`src/rtl/ffs_consts.svh`:
```
// Constants for the four-phase fetch/execute sequencer.
`ifndef FFS_CONSTS_SVH
`define FFS_CONSTS_SVH
`define FFS_DATA_W        8
`define FFS_PC_W          12
`define FFS_IW            15
`define FFS_PC_RESET      12'h000
`define FFS_PAGE_MSB      11
`define FFS_PAGE_LSB      8
`define FFS_XTAL_WAKE_CLKS 1024
`define FFS_RC_WAKE_CLKS   1
`define FFS_WAKE_CNT_W    11
`define FFS_OP_W          4
`define FFS_OP_ADD        4'h0
`define FFS_OP_SUB        4'h1
`define FFS_OP_AND        4'h2
`define FFS_OP_OR         4'h3
`define FFS_OP_XOR        4'h4
`define FFS_OP_CPL        4'h5
`define FFS_OP_RL         4'h6
`define FFS_OP_RR         4'h7
`define FFS_OP_INC        4'h8
`define FFS_OP_DEC        4'h9
`define FFS_OP_PASS       4'hA
`define FFS_OP_SZ         4'hB
`endif

```
`src/rtl/ffs_pkg.sv`:
```
// Types for the four-phase fetch/execute sequencer.
package ffs_pkg;
  typedef enum logic [1:0] {
    FFS_PH_FETCH    = 2'b00,
    FFS_PH_DECODE_A = 2'b01,
    FFS_PH_DECODE_B = 2'b10,
    FFS_PH_EXECUTE  = 2'b11
  } ffs_phase_t;
  typedef enum logic [1:0] {
    FFS_RUN   = 2'b00,
    FFS_SLEEP = 2'b01,
    FFS_WAKE  = 2'b10
  } ffs_power_t;
endpackage

```
`src/rtl/ffs_alu.sv`:
```
// Eight-bit arithmetic and logic unit of the sequencer.
`timescale 1ns/1ps
`include "ffs_consts.svh"
module ffs_alu (
  input  wire logic [`FFS_OP_W-1:0]   op,
  input  wire logic [`FFS_DATA_W-1:0] acc,
  input  wire logic [`FFS_DATA_W-1:0] operand,
  input  wire logic                   carry_in,
  output logic      [`FFS_DATA_W-1:0] result,
  output logic                        carry_out,
  output logic                        zero
);
  logic [`FFS_DATA_W:0] wide;
  always_comb begin
    wide = {1'b0, acc};
    unique case (op)
      `FFS_OP_ADD: wide = {1'b0, acc} + {1'b0, operand};
      `FFS_OP_SUB: wide = {1'b0, acc} - {1'b0, operand};
      `FFS_OP_AND: wide = {1'b0, acc & operand};
      `FFS_OP_OR:  wide = {1'b0, acc | operand};
      `FFS_OP_XOR: wide = {1'b0, acc ^ operand};
      `FFS_OP_CPL: wide = {1'b0, ~operand};
      `FFS_OP_RL:  wide = {operand[7], operand[6:0], carry_in};
      `FFS_OP_RR:  wide = {operand[0], carry_in, operand[7:1]};
      `FFS_OP_INC: wide = {1'b0, operand} + 9'h001;
      `FFS_OP_DEC: wide = {1'b0, operand} - 9'h001;
      `FFS_OP_PASS: wide = {1'b0, operand};
      `FFS_OP_SZ:  wide = {1'b0, operand};
      default:     wide = {1'b0, acc};
    endcase
    result    = wide[`FFS_DATA_W-1:0];
    carry_out = wide[`FFS_DATA_W];
    zero      = (wide[`FFS_DATA_W-1:0] == 8'h00);
  end
endmodule

```
`src/rtl/ffs_sequencer.sv`:
```
// Four-phase fetch/execute sequencer with wake-up start-up wait.
//
// Contract
// - Four non-overlapping phases rotate in fixed order from the system clock.
// - First phase advances the program counter and fetches the next word. The code holds the counter in the first phase of a dummy cycle.
// - Second to fourth phases decode and execute the current instruction.
// - One instruction cycle is exactly four system clock periods.
// - Fetch of next instruction overlaps execution of the current one.
// - Jump and call take two instruction cycles.
// - An 8-bit ALU does arithmetic, logic, rotate, inc, dec, branch tests.
// - Operands and results travel through accumulator and ALU.
// - Crystal or clock-crystal wake-up waits 1024 clock periods.
// - A taken skip discards the prefetched word and idles one cycle.
// - Writing the low PC byte branches within the page with a dummy cycle.
`timescale 1ns/1ps
`include "ffs_consts.svh"
module ffs_sequencer (
  input  wire logic                   sys_clk,
  input  wire logic                   reset_n,
  input  wire logic                   power_down_req,
  input  wire logic                   wake_req,
  input  wire logic                   osc_is_crystal,
  input  wire logic [`FFS_IW-1:0]     fetch_word,
  input  wire logic [`FFS_OP_W-1:0]   dec_alu_op,
  input  wire logic [`FFS_DATA_W-1:0] dec_operand,
  input  wire logic                   dec_acc_write,
  input  wire logic                   dec_is_jump,
  input  wire logic [`FFS_PC_W-1:0]   dec_jump_target,
  input  wire logic                   dec_is_skip,
  input  wire logic                   dec_skip_on_zero,
  input  wire logic                   dec_pcl_write,
  output logic                        phase_fetch,
  output logic                        phase_decode_a,
  output logic                        phase_decode_b,
  output logic                        phase_execute,
  output logic [`FFS_PC_W-1:0]        program_addr,
  output logic [`FFS_IW-1:0]          instr_word,
  output logic                        instr_valid,
  output logic [`FFS_DATA_W-1:0]      acc_value,
  output logic                        running
);
  ffs_pkg::ffs_phase_t            phase_r, phase_nxt;
  ffs_pkg::ffs_power_t            pwr_r, pwr_nxt;
  logic [`FFS_WAKE_CNT_W-1:0]     wake_cnt_r, wake_cnt_nxt;
  logic [`FFS_PC_W-1:0]           pc_r, pc_nxt;
  logic [`FFS_IW-1:0]             ir_r, ir_nxt;
  logic                           valid_r, valid_nxt;
  logic                           bubble_r, bubble_nxt;
  logic [`FFS_DATA_W-1:0]         acc_r, acc_nxt;
  logic                           carry_r, carry_nxt;
  logic [3:0]                     ph_oh_r, ph_oh_nxt;
  logic                           pd_s1_r, pd_s2_r, wk_s1_r, wk_s2_r;
  logic                           xt_s1_r, xt_s2_r;
  logic [`FFS_DATA_W-1:0]         alu_res;
  logic                           alu_c, alu_z;
  logic                           run, run_nxt;
  logic                           running_r;

  // Pins from outside the clock domain pass two flops first.
  always_ff @(posedge sys_clk) begin
    pd_s1_r <= power_down_req;
    pd_s2_r <= pd_s1_r;
    wk_s1_r <= wake_req;
    wk_s2_r <= wk_s1_r;
    xt_s1_r <= osc_is_crystal;
    xt_s2_r <= xt_s1_r;
  end

  ffs_alu u_alu (
    .op        (dec_alu_op),
    .acc       (acc_r),
    .operand   (dec_operand),
    .carry_in  (carry_r),
    .result    (alu_res),
    .carry_out (alu_c),
    .zero      (alu_z)
  );

  assign run = (pwr_r == ffs_pkg::FFS_RUN);
  assign run_nxt = (pwr_nxt == ffs_pkg::FFS_RUN);

  // Power state and start-up wait. Sleep is entered only on a cycle
  // boundary so that no instruction is left half executed.
  always_comb begin
    pwr_nxt      = pwr_r;
    wake_cnt_nxt = wake_cnt_r;
    unique case (pwr_r)
      ffs_pkg::FFS_RUN: begin
        if (pd_s2_r && phase_r == ffs_pkg::FFS_PH_EXECUTE) begin
          pwr_nxt = ffs_pkg::FFS_SLEEP;
        end
      end
      ffs_pkg::FFS_SLEEP: begin
        if (wk_s2_r) begin
          pwr_nxt = ffs_pkg::FFS_WAKE;
          if (xt_s2_r) begin
            wake_cnt_nxt = 11'(`FFS_XTAL_WAKE_CLKS - 1);
          end else begin
            wake_cnt_nxt = 11'(`FFS_RC_WAKE_CLKS - 1);
          end
        end
      end
      ffs_pkg::FFS_WAKE: begin
        if (wake_cnt_r == 11'h000) begin
          pwr_nxt = ffs_pkg::FFS_RUN;
        end else begin
          wake_cnt_nxt = wake_cnt_r - 11'h001;
        end
      end
      default: pwr_nxt = ffs_pkg::FFS_RUN;
    endcase
  end

  // Phase rotation, fetch pipeline, program counter and accumulator.
  always_comb begin
    phase_nxt  = phase_r;
    pc_nxt     = pc_r;
    ir_nxt     = ir_r;
    valid_nxt  = valid_r;
    bubble_nxt = bubble_r;
    acc_nxt    = acc_r;
    carry_nxt  = carry_r;
    if (run) begin
      unique case (phase_r)
        ffs_pkg::FFS_PH_FETCH:    phase_nxt = ffs_pkg::FFS_PH_DECODE_A;
        ffs_pkg::FFS_PH_DECODE_A: phase_nxt = ffs_pkg::FFS_PH_DECODE_B;
        ffs_pkg::FFS_PH_DECODE_B: phase_nxt = ffs_pkg::FFS_PH_EXECUTE;
        ffs_pkg::FFS_PH_EXECUTE:  phase_nxt = ffs_pkg::FFS_PH_FETCH;
      endcase
      if (phase_r == ffs_pkg::FFS_PH_FETCH) begin
        // The word at pc is latched while the previous one executes.
        ir_nxt     = fetch_word;
        valid_nxt  = !bubble_r;
        bubble_nxt = 1'b0;
        // A dummy cycle holds the counter, so the redirected word is
        // fetched again in the next cycle as a real one.
        if (!bubble_r) begin
          pc_nxt = pc_r + 12'h001;
        end
      end
      if (phase_r == ffs_pkg::FFS_PH_EXECUTE && valid_r) begin
        if (dec_acc_write) begin
          acc_nxt   = alu_res;
          carry_nxt = alu_c;
        end
        if (dec_is_jump) begin
          // Target takes effect next cycle; prefetched word is dropped.
          pc_nxt     = dec_jump_target;
          bubble_nxt = 1'b1;
        end else if (dec_pcl_write) begin
          pc_nxt     = {pc_r[`FFS_PAGE_MSB:`FFS_PAGE_LSB], alu_res};
          bubble_nxt = 1'b1;
        end else if (dec_is_skip && (alu_z == dec_skip_on_zero)) begin
          // Step past the discarded word before the dummy cycle holds.
          pc_nxt     = pc_r + 12'h001;
          bubble_nxt = 1'b1;
        end
      end
    end
  end

  always_comb begin
    ph_oh_nxt = 4'h0;
    if (run_nxt) begin
      ph_oh_nxt[phase_nxt] = 1'b1;
    end
  end

  always_ff @(posedge sys_clk) begin
    if (!reset_n) begin
      phase_r    <= ffs_pkg::FFS_PH_FETCH;
      ph_oh_r    <= 4'h1;
      pwr_r      <= ffs_pkg::FFS_RUN;
      wake_cnt_r <= 11'h000;
      pc_r       <= `FFS_PC_RESET;
      ir_r       <= 15'h0000;
      valid_r    <= 1'b0;
      bubble_r   <= 1'b0;
      acc_r      <= 8'h00;
      carry_r    <= 1'b0;
      running_r  <= 1'b1;
    end else begin
      phase_r    <= phase_nxt;
      ph_oh_r    <= ph_oh_nxt;
      pwr_r      <= pwr_nxt;
      wake_cnt_r <= wake_cnt_nxt;
      pc_r       <= pc_nxt;
      ir_r       <= ir_nxt;
      valid_r    <= valid_nxt;
      bubble_r   <= bubble_nxt;
      acc_r      <= acc_nxt;
      carry_r    <= carry_nxt;
      running_r  <= run_nxt;
    end
  end

  assign phase_fetch    = ph_oh_r[0];
  assign phase_decode_a = ph_oh_r[1];
  assign phase_decode_b = ph_oh_r[2];
  assign phase_execute  = ph_oh_r[3];
  assign program_addr   = pc_r;
  assign instr_word     = ir_r;
  assign instr_valid    = valid_r;
  assign acc_value      = acc_r;
  assign running        = running_r;

  // Checker helpers. The long start-up wait is measured with a counter,
  // since a long repetition would be unrolled by the property tools.
  logic                           exec_ok;
  logic [11:0]                    wake_len_r;
  logic                           wake_xtal_r;
  assign exec_ok = run && phase_r == ffs_pkg::FFS_PH_EXECUTE && valid_r;
  always_ff @(posedge sys_clk) begin
    if (!reset_n || pwr_r != ffs_pkg::FFS_WAKE) begin
      wake_len_r <= 12'h000;
    end else begin
      wake_len_r <= wake_len_r + 12'h001;
    end
    if (!reset_n) begin
      wake_xtal_r <= 1'b0;
    end else if (pwr_r == ffs_pkg::FFS_SLEEP && wk_s2_r) begin
      wake_xtal_r <= xt_s2_r;
    end
  end
endmodule

```
`config.mk`:
```
export PLATFORM = sky130hd
export DESIGN_NAME = ffs_sequencer
export DESIGN_NICKNAME = d
export VERILOG_FILES = /design/src/rtl/ffs_pkg.sv /design/src/rtl/ffs_alu.sv /design/src/rtl/ffs_sequencer.sv
export VERILOG_INCLUDE_DIRS = /design/src /design/src/rtl
export SDC_FILE = /design/constraint.sdc
export NUM_CORES = 1
export LEC_CHECK = 0
export CORE_ASPECT_RATIO = 1.5
export CORE_UTILIZATION = 45
export DETAILED_ROUTE_END_ITERATION = 10
export DONT_BUFFER_PORTS = 1
export HOLD_SLACK_MARGIN = 0.1
export SETUP_SLACK_MARGIN = 0.15
export SLEW_MARGIN = 20
export SYNTH_ARGS = -nofsm -noshare
export SYNTH_HDL_FRONTEND = slang
export SYNTH_SLANG_ARGS = --single-unit
```
`constraint.sdc`:
```
create_clock -name sys_clk -period 5.5 [get_ports sys_clk]
set_input_delay 1.1 -clock sys_clk [delete_from_list [all_inputs] [get_ports sys_clk]]
set_output_delay 1.1 -clock sys_clk [all_outputs]
set_load 0.03 [all_outputs]
```
==> metrics.txt, run 1 <==
vias 5,540; Clock Sinks 64; startpoint types primary input; DR vias/cell 6.427; die width between 90 and 100 um; LEAKAGE between 0.002 and 0.0025 uW; Final Hold Viols 0; Post-Synth XOR/XNOR Area ~2.7%; initial core utilization a little under half; commonest non-fill, non-tap cells in the layout nand2_1, dfxtp_1, nor2_1, a21oi_1, o21ai_0; Synth Area in Compound Gates about 28%; # fillers approximately 1.2k; maximum root-to-sink buffer count 2; share of power burned in registers between 30 and 40%; mux cell area share after synthesis roughly 2.4%; largest family of logic cells by synthesized area compound AO/OA/AOI/OAI gates; Yosys reg bits 64; share of post-route cells with drive strength above 1 around 5.3%; total wire length 17,340 um; Setup violations, final 0; CTS tree done; WP data required roughly 5.7 ns; Starting DRT DRC Count 340; Comb power frac between 30% and 40%; switching part of the total between 40% and 50%; Mapped Nets 825; most common cell after layout, fill and taps aside nand2_1; RSZ-0062 raised after global routing no; Arr. time, crit path around 5.1 ns; Worst-Skew Late Latency around 0.33 ns; largest net degree at the start of global routing 39; Worst Hold Launch wk_s1_r; Slew headroom 43.77%; setup repair bufs after CTS 0; CP startpoint dec_alu_op[2]; Int Power between 1000 and 1500 uW; CP Class primary input to flop; Avg Cell Area, Syn about 7.4 um2; final period utilization around nine tenths; Die Span Y approximately 140 um; clk root buf clkbuf_16; Worst R2R Start acc_value[1]; post-synthesis simple-gate area fraction approximately 28%; worst vdd ir about 0.35 mV; post_cts resized 0; final net count about 800; Routed wire per std cell a little over 20 um; DRT Pass-1 Iters 5; ys async rst share 0%; Routed Antenna Nets 0; CP Max Fanout 29; I/O pin cnt 90; Post-DP HPWL 13,090 um; grt total ovfl 0; Switching Power 878.1 uW; final-report max-slew violation count 0; Mapped Area roughly 5400 um2; worst hold path class flop to flop; initial antenna violation count 0; CTS HTree Levels 3; Rows 48; Critical Path End Type flop; number of flops mapped to enable cells by yosys 0; setup_tns 0 ns; Max Clock Skew just under 0.008 ns; Inserted Diodes 0; Highest Clock Rate roughly 210 MHz; Netlist cell types 78; outcome completed; # DRC 0; Synth warnings 0; number of buffers added on ports 0; Final Critical Period around 5 ns; gpl congestion roughly 0.96; pwr dens roughly 360 nW/um2; total die area 12,550 um2; Final Core Density 49.87%; cts bufs inserted 9; hold-fix buffers at CTS 0; synthesis-to-finish area growth 6.734%; vias in the first global route 5,380; GRT Overall Usage 27.83%; sequential area share after synthesis about a quarter; top_reg_cell synth dfxtp_1; global-route wire length before repair between 20,000 and 30,000 um; adder-cell share of the synthesized area a little under 10%; clock share of power 30.3%; core area between 10,000 and 15,000 um2; Mapped Cells ~740; Clock Pin Slew Worst Setup and Hold Paths around 0.05 ns; Max-Cap Viols 0; Worst Tran Pin Value around 0.84 ns
==> power by group through the flow <==
stage | clock network (uW) | registers, uW | logic [uW]
floorplan | 0 | 745 | 551
global placement | 0 | 782 | 656
detailed placement | 0 | 783 | 672
CTS | 639 | 773 | 676
global route | 658 | 785 | 761
finish | 631 | 774 | 680
==> Yosys cell counts, types with 8 or more instances <==
cell,instances,area [um2]
o31ai_1,9,67.56
nor2b_1,17,106.4
nor2_1,59,221.5
and3_1,12,75.07
mux2i_1,11,110.1
a211oi_1,8,60.06
ha_1,39,488.0
nand2_1,90,337.8
xnor2_1,14,122.6
nand2b_1,21,131.4
o211ai_1,11,82.58
a221oi_1,10,87.58
a21oi_1,57,285.3
nor3_1,16,80.08
a22oi_1,10,75.07
inv_1,33,123.9
nand3_1,23,115.1
a31oi_1,9,56.30
nor4_1,8,50.05
o22ai_1,8,50.05
clkbuf_1,32,120.1
o21ai_0,42,210.2
dfxtp_1,64,1281
==> stage by stage <==
step	worst slack [ns]	power, uW	area, um2	std cells	hold WS (ns)
final	0.6306	2085	5811	862	0.3261
after detailed placement	0.4390	1454	5480	846	0.3121
after global routing	0.3616	2204	5811	862	0.3302
after CTS	0.7686	2088	5811	862	0.3258
after floorplan	0.7287	1296	5444	735	0.3096
after global placement	0.5372	1438	5480	846	0.3121
==> layout make-up <==
cell class	instances	area, um2	area share, %
multi-input cells	592	3835	66.00
flip-flops and latches	64	1281	22.05
clock buffers	10	239.0	4.113
well taps	150	187.7	3.230
inverters	33	123.9	2.132
clock inverters	6	91.34	1.572
repair buffers	7	52.55	0.9044
==> layer usage <==
metal	global-route usage [%]	wire length, um	vias to the layer above
met1	30.20	6459	2610
met3	4.278	1058	51
li1	-	-	2646
met5	0	0	-
met4	17.62	1007	0
met2	50.33	8812	233
==> worst max-delay path, stage by stage <==
cell and delay, ns:
nand2b_1 0.19, nand2b_1 0.29, nor2_1 0.36, a21oi_1 0.08, ha_1 0.34, and2_1 0.18, a221oi_1 0.39, a21o_1 0.18
a211oi_1 0.07, nor4_1 0.47, nand2_1 0.18, nor4_2 0.59, nor2_1 0.10, o311a_1 0.33, o31ai_1 0.24
==> cell families (layout without fill, tap and decap cells) <==
| group | after synthesis | after routing |
|---|---|---|
| DFF | 64 | 64 |
| AOI/OAI and AO/OA | 225 | 225 |
| buffers and inverters | 79 | 56 |
| adders and majority gates | 41 | 41 |
| muxes | 13 | 13 |
| and+or+nand+nor | 296 | 296 |
| xor gates and xnor gates | 17 | 17 |
==> sequential cells by signal, summed over array words and instances (netlist names) <==
| name | flops |
|---|---|
| acc_value | 8 |
| bubble_r | 1 |
| carry_r | 1 |
| instr_valid | 1 |
| instr_word | 15 |
| pd_s1_r | 1 |
| pd_s2_r | 1 |
| ph_oh_r | 4 |
| phase_r | 2 |
| program_addr | 12 |
| pwr_r | 2 |
| running | 1 |
| wake_cnt_r | 11 |
| wk_s1_r | 1 |
| wk_s2_r | 1 |
| xt_s1_r | 1 |
| xt_s2_r | 1 |
==> path summary, 6_finish.rpt <==
| path | end | slack, ns | cells past startpoint |
|---|---|---|---|
| hold / removal | wk_s2_r | 0.33 | 0 |
| setup reg to reg | program_addr[2] | 0.89 | 16 |
| hold reg to reg | wk_s2_r | 0.33 | 0 |
| setup / recovery | program_addr[2] | 0.63 | 15 |
Note: power is estimated with default switching activity, not from simulation.
==> run 2, diff against run 1 <==
--- a/config.mk
+++ b/config.mk
@@ -11,6 +11,7 @@
 export DETAILED_ROUTE_END_ITERATION = 10
 export DONT_BUFFER_PORTS = 1
 export HOLD_SLACK_MARGIN = 0.1
+export RECOVER_POWER = 50
 export SETUP_SLACK_MARGIN = 0.15
 export SLEW_MARGIN = 20
 export SYNTH_ARGS = -nofsm -noshare
==> run 2 against run 1 <==
  * The run now ends with max-capacitance violations, max-slew violations left
  * Sequential power is essentially flat
  * Wire length grew 0.24%
  * Critical path depth is the same
  * Flip-flop and latch count is the same
  * Global-route usage is the same
  * Maximum frequency grew 0.31%
  * Critical endpoint unchanged
  * Highest routed layer unchanged
==> metrics.txt, run 2 (synthesized netlist as in run 1, its figures left out) <==
synthesis-to-finish area growth 6.527%; LEAKAGE between 0.002 and 0.0025 uW; worst vdd ir 0.3533 mV; vias in the first global route roughly 5.4k; Clock Pin Slew Worst Setup and Hold Paths roughly 0.050 ns; clock share of power between 30% and 40%; Max-Cap Viols 1; Final Critical Period between 4 and 5 ns; Crit path depth 15; core area between 10,000 and 15,000 um2; worst setup margin 0.6457 ns; initial core utilization 46.72%; share of post-route cells with drive strength above 1 between 4 and 5%; crit-path max cell delay ~0.58 ns; worst hold path class flop to flop; initial antenna violation count 0; DRT Pass-1 Iters 5; Worst-Skew Late Latency 0.33 ns; share of power burned in registers a little under two fifths; GRT Overall Usage between 20% and 30%; # DRC 0; Worst R2R Start acc_value[1]; Final Core Density between 40% and 50%; uppermost layer routed met4; DR vias/cell between 6 and 7; vias between 5k and 6k; final period utilization ~88%; Comb power frac around a third; crit path max-delay cell type nor4_2; post_cts resized 0; Die Span Y 136.7 um; startpoint types primary input; CP Max Fanout 29; Met1 Wirelength between 6000 and 7000 um; max FFs per register 15; crit-path leading delay family simple AND/OR/NAND/NOR gates; Setup violations, final 0; maximum root-to-sink buffer count 2; clk root buf clkbuf_16; total power ~2100 uW; Inserted Diodes 0; total wire length roughly 17,000 um; met2 WL ~8800 um; Slew headroom -28.60%; switching part of the total a little over two fifths; Routed wire per std cell a little over 20 um; Post-DP HPWL roughly 13,000 um; CP Class primary input to flop; Switching Power between 800 and 900 uW; CTS tree done; Routed Antenna Nets 0; cts bufs inserted 9; commonest non-fill, non-tap cells in the layout nand2_1, dfxtp_1, nor2_1, a21oi_1, o21ai_0; Max Clock Skew ~0.008 ns; die width 91.81 um; Rows 48; Int Power 1206 uW; Final Hold Viols 0; CTS HTree Levels 3; CP Buf/Inv Count 0; largest net degree at the start of global routing 39; gpl congestion 0.9583; RSZ-0062 raised after global routing no; WP data required ~5.7 ns; Critical Path End Type flop; ordered list of cells on the worst path nand2b_1 > nand2b_1 > nor2_1 > a21oi_1 > ha_1 > and2_1 > a221oi_1 > a21o_1 > a211oi_1 > nor4_1 > nand2_1 > nor4_2 > nor2_1 > o311a_1 > o31ai_1; setup repair bufs after CTS 0; final-report max-slew violation count 39; setup_tns 0 ns; total die area between 10,000 and 15,000 um2; Arr. time, crit path between 5 and 6 ns; pre-CTS WS roughly 0.44 ns; Worst Hold Launch wk_s1_r; Highest Clock Rate just over 200 MHz; hold path depth 0; outcome finished, violations left; cells on worst reg2reg path 16; met3 routed WL roughly 1100 um; Worst Tran Pin Value around 1.9 ns; final net count about 800; I/O pin cnt 90; pwr dens about 360 nW/um2; hold-fix buffers at CTS 0; Clock Sinks 64; most common cell after layout, fill and taps aside nand2_1; number of buffers added on ports 0; Starting DRT DRC Count roughly 340; CP startpoint dec_alu_op[2]; grt total ovfl 0; violated checks max-capacitance violations, max-slew violations; global-route wire length before repair about 27,000 um
run 2: worst reg2reg max path, cell delays in order, from the launching register on:
cell and delay, ns:
dfxtp_1 0.69, inv_1 0.18, ha_1 0.28, nand2_1 0.09
xnor2_1 0.12, a21oi_1 0.09, ha_1 0.33, and2_1 0.20
a221oi_1 0.38, a21o_1 0.18, a211oi_1 0.07, nor4_1 0.48
nand2_1 0.18, nor4_2 0.58, nor2_1 0.10, o311a_1 0.32
o31ai_1 0.24
run 2: area by class of cell:
class	instances	area, um2
clock buffers	10	239.0
clock inverters	6	91.34
fillers	1180	5852
inverters	33	123.9
multi-input cells	592	3835
flip-flops and latches	64	1281
well taps	150	187.7
repair buffers	7	41.29
run 2: through the flow:
| step | instances | instance area, um2 | hold slack [ns] |
|---|---|---|---|
| after floorplan | 735 | 5444 | 0.3096 |
| after global placement | 846 | 5480 | 0.3121 |
| after detailed placement | 846 | 5480 | 0.3121 |
| after CTS | 862 | 5811 | 0.3258 |
| after global routing | 862 | 5799 | 0.3302 |
| final | 862 | 5799 | 0.3261 |
run 2: per-layer routing:
| layer | up-vias | GRT usage (%) |
|---|---|---|
| li1 | 2645 | - |
| met1 | 2624 | 30.20 |
| met2 | 225 | 50.33 |
| met3 | 48 | 4.278 |
| met4 | 0 | 17.62 |
| met5 | - | 0 |
run 2: path summary, 6_finish.rpt:
kind	slack, ns	endpoint
max	0.65	program_addr[2]
min	0.33	wk_s2_r
max reg2reg	0.90	program_addr[2]
min reg2reg	0.33	wk_s2_r
run 2: power by group through the flow:
stage / combinational, uW / clock [uW] / sequential, uW
global route: 760 / 658 / 785
CTS: 676 / 639 / 773
floorplan: 551 / 0 / 745
global placement: 656 / 0 / 782
detailed placement: 672 / 0 / 783
finish: 678 / 632 / 775
==> run 3, diff against run 2 <==
--- a/config.mk
+++ b/config.mk
@@ -6,11 +6,14 @@
 export SDC_FILE = /design/constraint.sdc
 export NUM_CORES = 1
 export LEC_CHECK = 0
+export CELL_PAD_IN_SITES_DETAIL_PLACEMENT = 2
+export CELL_PAD_IN_SITES_GLOBAL_PLACEMENT = 2
 export CORE_ASPECT_RATIO = 1.5
-export CORE_UTILIZATION = 45
+export CORE_UTILIZATION = 37
 export DETAILED_ROUTE_END_ITERATION = 10
 export DONT_BUFFER_PORTS = 1
 export HOLD_SLACK_MARGIN = 0.1
+export PLACE_DENSITY_LB_ADDON = 0.1
 export RECOVER_POWER = 50
 export SETUP_SLACK_MARGIN = 0.15
 export SLEW_MARGIN = 20
==> run 3 against run 2 <==
  * Critical path depth is the same
  * Largest cell class unchanged
  * Non-clock buffer count grew 1
  * The run still ends with max-capacitance violations, max-slew violations left
  * Clock-buffer cell count unchanged
  * Sequential share of layout area down 0.14 points
  * Global-route usage rose by 2.0 points
  * Final cell count grew 5.0%
  * Cell area is 0.63% higher
  * First-iteration DRC count is 46% lower
  * Wire length increased by 27%
==> metrics.txt, run 3 (synthesized netlist as in run 1, its figures left out) <==
initial antenna violation count 0; violated checks max-capacitance violations, max-slew violations; largest net degree at the start of global routing 38; CTS tree done; initial core utilization a little under two fifths; CTS HTree Levels 3; worst vdd ir 0.2967 mV; Slew headroom -30.04%; die width 101.0 um; commonest non-fill, non-tap cells in the layout nand2_1, dfxtp_1, nor2_1, a21oi_1, o21ai_0; Arr. time, crit path about 5.2 ns; WP data required about 5.7 ns; total power roughly 2100 uW; CP Max Fanout 29; worst hold path class flop to flop; DR vias/cell between 6 and 7; I/O pin cnt 90; final period utilization slightly above 90%; global-route wire length before repair ~34,000 um; Worst-Skew Late Latency 0.34 ns; Final Core Density between 40% and 50%; Worst Tran Pin Value around 2.0 ns; Die Span Y approximately 150 um; uppermost layer routed met4; LEAKAGE 0.002274 uW; vias in the first global route 6,244; setup repair bufs after CTS 0; Clock Pin Slew Worst Setup and Hold Paths ~0.06 ns; DRT Pass-1 Iters 4; cts bufs inserted 9; RSZ-0062 raised after global routing no; grt total ovfl 0; final-report max-slew violation count 38; placed cells 889; gpl congestion around 0.95; met2 WL roughly 12,000 um; vias between 5k and 6k; total die area roughly 15,000 um2; hold-fix buffers at CTS 0; startpoint types primary input; outcome finished, violations left; final net count about 800; Non-Filler Instances 905; Starting DRT DRC Count ~180; maximum root-to-sink buffer count 2; number of buffers added on ports 0; met3 routed WL approximately 840 um; Final Hold Viols 0; pwr dens approximately 360 nW/um2; share of post-route cells with drive strength above 1 under 10%; Routed Antenna Nets 0; Max-Cap Viols 1; Max Clock Skew approximately 0.0067 ns; Setup violations, final 0; most common cell after layout, fill and taps aside nand2_1; Routed wire per std cell 24.44 um; Clock Sinks 64; synthesis-to-finish area growth 7.194%; Rows 53; max FFs per register 15; clk root buf clkbuf_16; core area about 14,000 um2; Inserted Diodes 0; Highest Clock Rate between 200 and 250 MHz; post_cts resized 0; total wire length 22,120 um; # DRC 0; setup_tns 0 ns; Post-DP HPWL between 15,000 and 20,000 um; GRT Overall Usage about 30%; Critical Path End Type flop; CP Class primary input to flop; Final Critical Period 4.977 ns; Met1 Wirelength between 8000 and 9000 um
==> run 3: changes by cell type in the layout (fill, tap and decap cells not counted), sizes merged <==
cell	delta
bufinv	-1
clkinv	-1
buf	+1
clkinvlp	+2
==> run 3: layout make-up <==
class,instances,area (um2)
Timing Repair Buffer,8,48.80
Multi-Input combinational cell,592,3835
Clock inverter,6,67.56
Inverter,33,123.9
Fill cell,1722,8356
Clock buffer,10,239.0
Sequential cell,64,1281
Tap cell,192,240.2
==> run 3: worst max-delay path, stage by stage <==
cell,delay [ns]
nand2b_1,0.19
nand2b_1,0.30
nor2_1,0.34
a21oi_1,0.08
ha_1,0.33
and2_1,0.19
a221oi_1,0.35
a21o_1,0.20
a211oi_1,0.07
nor4_1,0.64
nand2_1,0.20
nor4_2,0.52
nor2_1,0.10
o311a_1,0.30
o31ai_1,0.28
==> run 3: per-layer routing <==
metal / track usage, % / vias up
li1: - / 2634
met1: 29.49 / 2818
met2: 56.43 / 161
met3: 5.107 / 66
met4: 18.48 / 0
met5: 0 / -
==> run 3: worst paths after layout <==
path	from	to	slack (ns)	cells after the start
max reg2reg	acc_value[1]	program_addr[2]	0.70	16
max	dec_alu_op[2]	program_addr[2]	0.52	15
min	pd_s1_r	pd_s2_r	0.33	0
min reg2reg	pd_s1_r	pd_s2_r	0.33	0
==> run 3: stage by stage <==
step | setup slack (ns) | hold slack (ns) | instance area, um2
after floorplan | 0.7287 | 0.3096 | 5444
after global placement | 0.3417 | 0.3100 | 5540
after CTS | 0.5394 | 0.3253 | 5847
final | 0.5232 | 0.3275 | 5836
after global routing | 0.1668 | 0.3372 | 5836
after detailed placement | 0.2053 | 0.3136 | 5540
==> run 3: power breakdown <==
group          internal (uW)  switching (uW)  leakage (uW)  total (uW)
combinational            250             496       0.00161         746
clock                    365             231      0.000145         596
sequential               549             233      0.000524         782
total                   1160             960       0.00227        2120
